**src/include/aptr_pkg.sv**
```systemverilog
/*
 * Package for the pattern and reference trim register bank:
 * register indices, field positions, reset values, decode constants.
 * Assumes an APB slave with 32-bit data, one register per word.
 */
package aptr_pkg;

   // ***************************************************************
   // Register indices, byte address is index * 4
   // ***************************************************************
   localparam logic [7:0]  IDX_PATN_LOW    = 8'h14;
   localparam logic [7:0]  IDX_PATN_MID    = 8'h15;
   localparam logic [7:0]  IDX_PATN_TOP    = 8'h16;
   localparam logic [7:0]  IDX_CAL_REF     = 8'h20;
   localparam logic [7:0]  IDX_REF_MARGIN  = 8'h30;
   localparam logic [7:0]  IDX_DATA_CTRL   = 8'h10;
   localparam int          ADDR_W          = 12;
   localparam int          BYTE_SHIFT      = 2;

   // ***************************************************************
   // Field layout
   // ***************************************************************
   localparam int          TOP_W           = 4;
   localparam int          CAL_W           = 3;
   localparam int          TRIM_W          = 5;
   localparam int          MARG_EN_BIT     = 5;
   localparam int          PSEL_BIT        = 0;
   localparam int          PAT_W           = 18;
   localparam int          LOW_USED_W      = 6;
   localparam int          WORD_W          = 22;
   localparam int          WORD_LSB        = 4;

   // ***************************************************************
   // Reset values
   // ***************************************************************
   localparam logic [7:0]  RST_BYTE        = 8'h00;
   localparam logic [3:0]  RST_TOP         = 4'h0;
   localparam logic [2:0]  RST_CAL         = 3'h0;
   localparam logic [4:0]  RST_TRIM        = 5'h00;

   // ***************************************************************
   // Calibration reference selection
   // ***************************************************************
   typedef enum logic [2:0] {
      APTR_REF_5V0   = 3'h0,
      APTR_REF_4V5   = 3'h1,
      APTR_REF_4V096 = 3'h2,
      APTR_REF_3V3   = 3'h3,
      APTR_REF_3V0   = 3'h4,
      APTR_REF_2V5   = 3'h5
   } aptr_ref_t;

   // Signed trim step code: 0..15 positive, -16..-1 negative
   function automatic logic signed [TRIM_W-1:0] aptr_trim_steps(input logic [TRIM_W-1:0] c);
      return $signed(c);
   endfunction

   function automatic aptr_ref_t aptr_ref_decode(input logic [CAL_W-1:0] c);
      aptr_ref_t r;
      r = APTR_REF_5V0;
      if (c <= 3'h5) begin
         r = aptr_ref_t'(c);
      end
      return r;
   endfunction

endpackage

```
**src/hdl/aptr_regs.sv**
```systemverilog
/*
 * APB register bank for fixed test pattern, offset calibration
 * reference selection and reference buffer margining.
 * Assumes an APB master on core_clk_i; conversion result is synchronous.
 */
//
// Contract
// - Pattern top register holds four pattern MSBs in bits 3:0, resets zero.
// - Top bits reach the output only while pattern output select is one.
// - Pattern top register bits 7:4 read zero.
// - Reference select decodes six voltages; codes 6 and 7 mean 5.0 V.
// - Offset calibration register bits 7:3 read zero.
// - Margining register bit 5 enables margining, resets zero.
// - Five-bit trim code is signed: upper half negative steps.
// - Margining register bits 7:6 read zero.
// - Output bits 21:4 carry result or pattern per select.
// - Middle pattern byte lives in its own read/write register.
`timescale 1ns/1ps
module aptr_regs
   import aptr_pkg::*;
(
   // Clock and reset
   input  wire logic                     core_clk_i,
   input  wire logic                     rst_i,
   // APB slave
   input  wire logic                     psel,
   input  wire logic                     penable,
   input  wire logic                     pwrite,
   input  wire logic [ADDR_W-1:0]        paddr,
   input  wire logic [31:0]              pwdata,
   input  wire logic [3:0]               pstrb,
   output logic      [31:0]              prdata,
   output logic                          pready,
   output logic                          pslverr,
   // Converter side
   input  wire logic [PAT_W-1:0]         conv_result_i,
   output logic      [WORD_W-1:0]        out_word_o,
   output aptr_ref_t                     cal_reference_o,
   output logic                          margining_enable_o,
   output logic signed [TRIM_W-1:0]      margining_trim_steps_o
);

   // ***************************************************************
   // Storage
   // ***************************************************************
   logic [TOP_W-1:0]   pattern_top_nibble_ff;
   logic [7:0]         pattern_middle_byte_ff;
   logic [7:0]         pattern_low_byte_ff;
   logic               pattern_output_select_ff;
   logic [CAL_W-1:0]   cal_sel_ff;
   logic               margining_enable_ff;
   logic [TRIM_W-1:0]  margining_trim_code_ff;
   logic [PAT_W-1:0]   pattern;
   logic [7:0]         idx;
   logic               wr_en;
   logic               rd_en;
   logic               hit;
   logic [7:0]         rd_byte;

   assign idx   = paddr[BYTE_SHIFT +: 8];
   assign wr_en = psel & penable & pwrite & pstrb[0];
   assign rd_en = psel & penable & ~pwrite;

   function automatic logic mapped(input logic [7:0] i);
      return (i == IDX_PATN_LOW) || (i == IDX_PATN_MID) || (i == IDX_PATN_TOP) ||
             (i == IDX_CAL_REF) || (i == IDX_REF_MARGIN) || (i == IDX_DATA_CTRL);
   endfunction

   // Unaligned or unmapped accesses fail with pslverr
   assign hit = mapped(idx) && (paddr[BYTE_SHIFT-1:0] == 2'b00) &&
                (paddr[ADDR_W-1:BYTE_SHIFT+8] == '0);

   // ***************************************************************
   // Register writes
   // ***************************************************************
   always_ff @(posedge core_clk_i or posedge rst_i) begin
      if (rst_i) begin
         pattern_top_nibble_ff <= RST_TOP;
      end else if (wr_en && hit && idx == IDX_PATN_TOP) begin
         pattern_top_nibble_ff <= pwdata[TOP_W-1:0];
      end
   end

   always_ff @(posedge core_clk_i or posedge rst_i) begin
      if (rst_i) begin
         pattern_middle_byte_ff <= RST_BYTE;
         pattern_low_byte_ff    <= RST_BYTE;
      end else if (wr_en && hit) begin
         if (idx == IDX_PATN_MID) begin
            pattern_middle_byte_ff <= pwdata[7:0];
         end
         if (idx == IDX_PATN_LOW) begin
            pattern_low_byte_ff <= pwdata[7:0];
         end
      end
   end

   always_ff @(posedge core_clk_i or posedge rst_i) begin
      if (rst_i) begin
         pattern_output_select_ff <= 1'b0;
      end else if (wr_en && hit && idx == IDX_DATA_CTRL) begin
         pattern_output_select_ff <= pwdata[PSEL_BIT];
      end
   end

   always_ff @(posedge core_clk_i or posedge rst_i) begin
      if (rst_i) begin
         cal_sel_ff <= RST_CAL;
      end else if (wr_en && hit && idx == IDX_CAL_REF) begin
         cal_sel_ff <= pwdata[CAL_W-1:0];
      end
   end

   always_ff @(posedge core_clk_i or posedge rst_i) begin
      if (rst_i) begin
         margining_enable_ff    <= 1'b0;
         margining_trim_code_ff <= RST_TRIM;
      end else if (wr_en && hit && idx == IDX_REF_MARGIN) begin
         margining_enable_ff    <= pwdata[MARG_EN_BIT];
         margining_trim_code_ff <= pwdata[TRIM_W-1:0];
      end
   end

   // ***************************************************************
   // Decoded outputs, registered
   // ***************************************************************
   always_ff @(posedge core_clk_i or posedge rst_i) begin
      if (rst_i) begin
         cal_reference_o        <= APTR_REF_5V0;
         margining_enable_o     <= 1'b0;
         margining_trim_steps_o <= '0;
      end else begin
         cal_reference_o        <= aptr_ref_decode(cal_sel_ff);
         margining_enable_o     <= margining_enable_ff;
         // Trim only applied while margining is on
         margining_trim_steps_o <= margining_enable_ff ?
                                   aptr_trim_steps(margining_trim_code_ff) : '0;
      end
   end

   // ***************************************************************
   // Pattern assembly and word mux
   // ***************************************************************
   assign pattern = {pattern_top_nibble_ff, pattern_middle_byte_ff,
                     pattern_low_byte_ff[7 -: LOW_USED_W]};

   aptr_word_mux u_word_mux (
      .core_clk_i              (core_clk_i),
      .rst_i                   (rst_i),
      .pattern_output_select_i (pattern_output_select_ff),
      .conv_result_i           (conv_result_i),
      .pattern_i               (pattern),
      .out_word_o              (out_word_o)
   );

   // ***************************************************************
   // APB read path, zero wait states
   // ***************************************************************
   always_comb begin
      rd_byte = RST_BYTE;
      unique case (idx)
         IDX_PATN_TOP:   rd_byte = {4'h0, pattern_top_nibble_ff};
         IDX_PATN_MID:   rd_byte = pattern_middle_byte_ff;
         IDX_PATN_LOW:   rd_byte = pattern_low_byte_ff;
         IDX_DATA_CTRL:  rd_byte = {7'h00, pattern_output_select_ff};
         IDX_CAL_REF:    rd_byte = {5'h00, cal_sel_ff};
         IDX_REF_MARGIN: rd_byte = {2'h0, margining_enable_ff, margining_trim_code_ff};
         default:        rd_byte = RST_BYTE;
      endcase
   end

   always_ff @(posedge core_clk_i or posedge rst_i) begin
      if (rst_i) begin
         prdata  <= '0;
         pready  <= 1'b0;
         pslverr <= 1'b0;
      end else begin
         pready  <= psel & ~penable;
         pslverr <= psel & ~penable & ~hit;
         prdata  <= (psel & ~penable & ~pwrite & hit) ? {24'h0000_00, rd_byte} : '0;
      end
   end

   // ***************************************************************
   // Checks
   // ***************************************************************
   chk_top_write: assert property (@(posedge core_clk_i) disable iff (rst_i)
      (wr_en && hit && idx == IDX_PATN_TOP) |=> pattern_top_nibble_ff == $past(pwdata[3:0]))
      else $error("top nibble not written");

   chk_top_reserved: assert property (@(posedge core_clk_i) disable iff (rst_i)
      (rd_en && pready && $past(idx) == IDX_PATN_TOP) |-> prdata[31:4] == '0)
      else $error("top reserved bits nonzero");

   chk_cal_reserved: assert property (@(posedge core_clk_i) disable iff (rst_i)
      (rd_en && pready && $past(idx) == IDX_CAL_REF) |-> prdata[31:3] == '0)
      else $error("cal reserved bits nonzero");

   chk_marg_reserved: assert property (@(posedge core_clk_i) disable iff (rst_i)
      (rd_en && pready && $past(idx) == IDX_REF_MARGIN) |-> prdata[31:6] == '0)
      else $error("margin reserved bits nonzero");

   chk_ref_alias: assert property (@(posedge core_clk_i) disable iff (rst_i)
      (cal_sel_ff > 3'h5) |=> cal_reference_o == APTR_REF_5V0)
      else $error("high cal code not 5.0 V");

   chk_marg_enable: assert property (@(posedge core_clk_i) disable iff (rst_i)
      (wr_en && hit && idx == IDX_REF_MARGIN) |=> ##1 margining_enable_o == $past(pwdata[5], 2))
      else $error("margining enable not applied");

   chk_trim_sign: assert property (@(posedge core_clk_i) disable iff (rst_i)
      margining_enable_ff |=> (margining_trim_steps_o < 0) == $past(margining_trim_code_ff[4]))
      else $error("trim sign wrong");

   chk_mid_write: assert property (@(posedge core_clk_i) disable iff (rst_i)
      (wr_en && hit && idx == IDX_PATN_MID) |=> pattern_middle_byte_ff == $past(pwdata[7:0]))
      else $error("middle byte not written");

   chk_pattern_top: assert property (@(posedge core_clk_i) disable iff (rst_i)
      pattern_output_select_ff && $stable(pattern_top_nibble_ff) |=>
      out_word_o[21:18] == $past(pattern_top_nibble_ff))
      else $error("pattern top not in word");

   chk_select_gate: assert property (@(posedge core_clk_i) disable iff (rst_i)
      !rst_i && !pattern_output_select_ff |=> out_word_o[21:4] == $past(conv_result_i))
      else $error("pattern leaked to word");

endmodule // aptr_regs

```
**src/hdl/aptr_word_mux.sv**
```systemverilog
/*
 * Output word data field mux: conversion result or fixed pattern.
 * Assumes result and pattern are synchronous to core_clk_i.
 */
`timescale 1ns/1ps
module aptr_word_mux
   import aptr_pkg::*;
(
   // Clock and reset
   input  wire logic               core_clk_i,
   input  wire logic               rst_i,
   // Sources
   input  wire logic               pattern_output_select_i,
   input  wire logic [PAT_W-1:0]   conv_result_i,
   input  wire logic [PAT_W-1:0]   pattern_i,
   // Word
   output logic      [WORD_W-1:0]  out_word_o
);

   always_ff @(posedge core_clk_i or posedge rst_i) begin
      if (rst_i) begin
         out_word_o <= '0;
      end else begin
         out_word_o <= '0;
         out_word_o[WORD_LSB +: PAT_W] <= pattern_output_select_i ? pattern_i : conv_result_i;
      end
   end

   // Edge after reset release shows the cleared word, not the mux
   chk_mux_source: assert property (@(posedge core_clk_i) disable iff (rst_i)
      !$past(rst_i) |->
      out_word_o[WORD_LSB +: PAT_W] == ($past(pattern_output_select_i) ? $past(pattern_i)
                                                                        : $past(conv_result_i)))
      else $error("word field source wrong");

endmodule // aptr_word_mux

```
**config.mk**
```make
export PLATFORM = sky130hd
export DESIGN_NAME = aptr_regs
export DESIGN_NICKNAME = d
export VERILOG_FILES = /design/src/include/aptr_pkg.sv /design/src/hdl/aptr_regs.sv /design/src/hdl/aptr_word_mux.sv
export SDC_FILE = /design/constraint.sdc
export NUM_CORES = 1
export LEC_CHECK = 0
export BUFFER_PORTS_ARGS = -buffer_cell sky130_fd_sc_hd__buf_2
export CORE_MARGIN = 2
export CORE_UTILIZATION = 51
export DETAILED_ROUTE_END_ITERATION = 8
export PLACE_DENSITY = 0.83
export SLEW_MARGIN = 20
export SYNTH_ARGS = -nofsm -noshare
export SYNTH_HDL_FRONTEND = slang
export SYNTH_SLANG_ARGS = --single-unit
```
**constraint.sdc**
```tcl
create_clock -name core_clk_i -period 5 [get_ports core_clk_i]
set_input_delay 1 -clock core_clk_i [delete_from_list [all_inputs] [get_ports core_clk_i]]
set_output_delay 1 -clock core_clk_i [all_outputs]
set_load 0.03 [all_outputs]
```
==> metrics <==
Via density=4.94; Avg Cell Area, Syn=13.9 um^2; outcome=finished clean; most frequent cells in the layout=buf_2 (80), dfrtp_1 (67), mux2_2 (51), conb_1 (28), clkbuf_8 (10); Detailed Route WL=5.69 mm; Die ar.=6580 um^2; critical path type=in2reg; first-pass iteration count of the detailed router=6; htree depth=3; sequential area share after synthesis=0.553; Hold Path Depth=1; pin count of the biggest net entering global routing=52; # diodes=0; R2R setup slack=3.49 ns; grt total ovfl=0; FMAX=395 MHz; CTS Buf Count=9; Post-layout nets=373; count of max-cap constraint violations=0; post-synth top area share=0.553; Power per Cell Area=305 nW/um^2; Post-Place Cells=366; top cells by area, synth=dfrtp_1 (55%), mux2_2 (19%), buf_4 (7.2%); number of post-CTS setup repair buffers=0; Final Setup Violations=0; Total GRT Usage=0.188; HPWL Detailed=4.22 mm; Initial Util=0.521; Setup crit start kind=input pin; CTS Hold Bufs=0; vias in the first global route=1848; initial drt markers=104; worst min-delay path class=reg2reg; Finished Cell Area=3570 um^2; final hold vios=0; synthesized instance count=218; most common cell after layout, fill and taps aside=buf_2; fin crit period=2.53 ns; RSZ-0062 raised after global routing=no; reg2reg end=prdata[0]$_DFF_PP0_; worst r2r src=pattern_output_select_ff$_DFFE_PP0P_; #FFs+latches synth=67; Cell Area, Placed=3390 um^2; ys async rst share=1.00; Hold EP=cal_reference_o[2]$_DFF_PP0_; layout cell share with drive strength beyond 1=0.505; Final Cycle Share=0.507; Yosys cell types=37; Area Overhead vs Synth=17.9%; EDFF count, synth=0; Slew Limit Fails=0; first-pass GRT wire length=9.02 mm; Ys Warns=0; Die W=81.1 um; clk root buf=clkbuf_8; Req. time, crit path=5.22 ns; crit path DAT=2.75 ns; leakage=1.83 nW; Non-Filler Instances=382; Core Util, Final=0.614; CTS tree=built; Port Buffers=80; Core Rows=28; Remaining DRCs=0; setup_tns=0 ns; core area=5820 um^2; CP max FO=8; crit end category=register; CTS sink count=67; ANT nets after route=0; Max-slew headroom=0.457; min-delay src=cal_sel_ff[1]$_DFFE_PP0P_; Worst Max-Slew Pin Slew=0.815 ns; r2r worst-path depth=3; chip height=81.1 um; clock transition at the registers of the reported paths=0.07 ns; num ports=136; clk buf depth=2; leading area contributor after synthesis=dfrtp_1; Placer Congestion=0.827; clk_skew=0.00667 ns; # resized after CTS=0; insertion delay to the later sink of the worst-skew pair=0.33 ns; Vias=1888; mapped cell area=3030 um^2; initial antenna violation count=0; wire per inst=14.9 um; most used flip-flop cell after synthesis=dfrtp_1; Peak VDD IR=0.000157 V
==> power by group <==
group | switching (mW) | internal (mW) | total (mW)
clock network | 0.185 | 0.244 | 0.429
logic | 0.0798 | 0.0288 | 0.109
registers | 0.00203 | 0.550 | 0.552
==> per-stage QoR <==
step	hold WS (ns)	setup slack, ns	power, mW
finish	0.496	2.47	1.09
global route	0.521	2.37	1.14
CTS	0.500	2.47	1.10
detailed placement	0.491	2.10	0.672
global placement	0.477	2.12	0.670
floorplan	0.431	2.32	0.653
==> layer usage <==
| metal | share of wire | track usage | vias to the layer above | wire [um] |
|---|---|---|---|---|
| met4 | 0.027 | 0.115 | 0 | 155 |
| met1 | 0.45 | 0.259 | 903 | 2570 |
| li1 | - | - | 897 | - |
| met2 | 0.47 | 0.279 | 74 | 2670 |
| met5 | 0 | 0 | - | 0 |
| met3 | 0.053 | 0.0289 | 14 | 302 |
==> worst max path at each step <==
stage / cells after the start / slack, ns / endpoint / startpoint
3_5_place_dp: 4 / 2.10 / pattern_low_byte_ff[0]$_DFFE_PP0P_ / paddr[1]
6_report: 4 / 2.47 / pattern_low_byte_ff[0]$_DFFE_PP0P_ / paddr[1]
2_1_floorplan: 1 / 2.32 / cal_reference_o[0]$_DFF_PP0_ / rst_i
4_1_cts: 4 / 2.47 / pattern_low_byte_ff[0]$_DFFE_PP0P_ / paddr[1]
5_1_grt: 5 / 2.37 / pattern_low_byte_ff[6]$_DFFE_PP0P_ / paddr[3]
3_3_place_gp: 4 / 2.12 / pattern_low_byte_ff[1]$_DFFE_PP0P_ / paddr[1]
==> cell families after synthesis <==
group / after synthesis / share of synthesized area
compound gates: 14 / 0.0380
mux: 59 / 0.216
flops: 67 / 0.553
other cells: 1 / 0.00124
fa+ha+maj: 1 / 0.00330
simple gates: 39 / 0.104
buf+inv: 37 / 0.0846
==> synthesized netlist by cell type (2+ instances only) <==
library cell,instances
dfrtp_1,67
mux2_2,51
buf_4,29
mux2i_1,8
nor3_1,6
and2_1,5
nor2b_1,5
a22oi_1,4
clkbuf_1,4
nand3_1,4
o2bb2ai_1,4
a2bb2oi_1,2
inv_1,2
nor3_4,2
nor4_1,2
or4_4,2
==> sequential cells by signal (all words and copies together), names as in the netlist <==
register / cells
cal_reference_o: 3
cal_sel_ff: 3
margining_enable_ff: 1
margining_enable_o: 1
margining_trim_code_ff: 5
margining_trim_steps_o: 5
pattern_low_byte_ff: 8
pattern_middle_byte_ff: 8
pattern_output_select_ff: 1
pattern_top_nibble_ff: 4
prdata: 8
pready: 1
pslverr: 1
u_word_mux.out_word_o: 18
==> worst max-delay path, cell delays in order <==
cell and delay, ns:
buf_2 0.09, or4_4 0.58, nor4_4 0.66, mux2_2 0.41
==> cell type report <==
type	instances	area [um^2]
clock inverters	2	35.0
flip-flops and latches	67	1680
fillers	495	2240
repair buffers	81	408
well taps	75	93.8
multi-input cells	141	1200
clock buffers	14	153
inverters	2	7.51
Power figures use the tool's default switching activity.
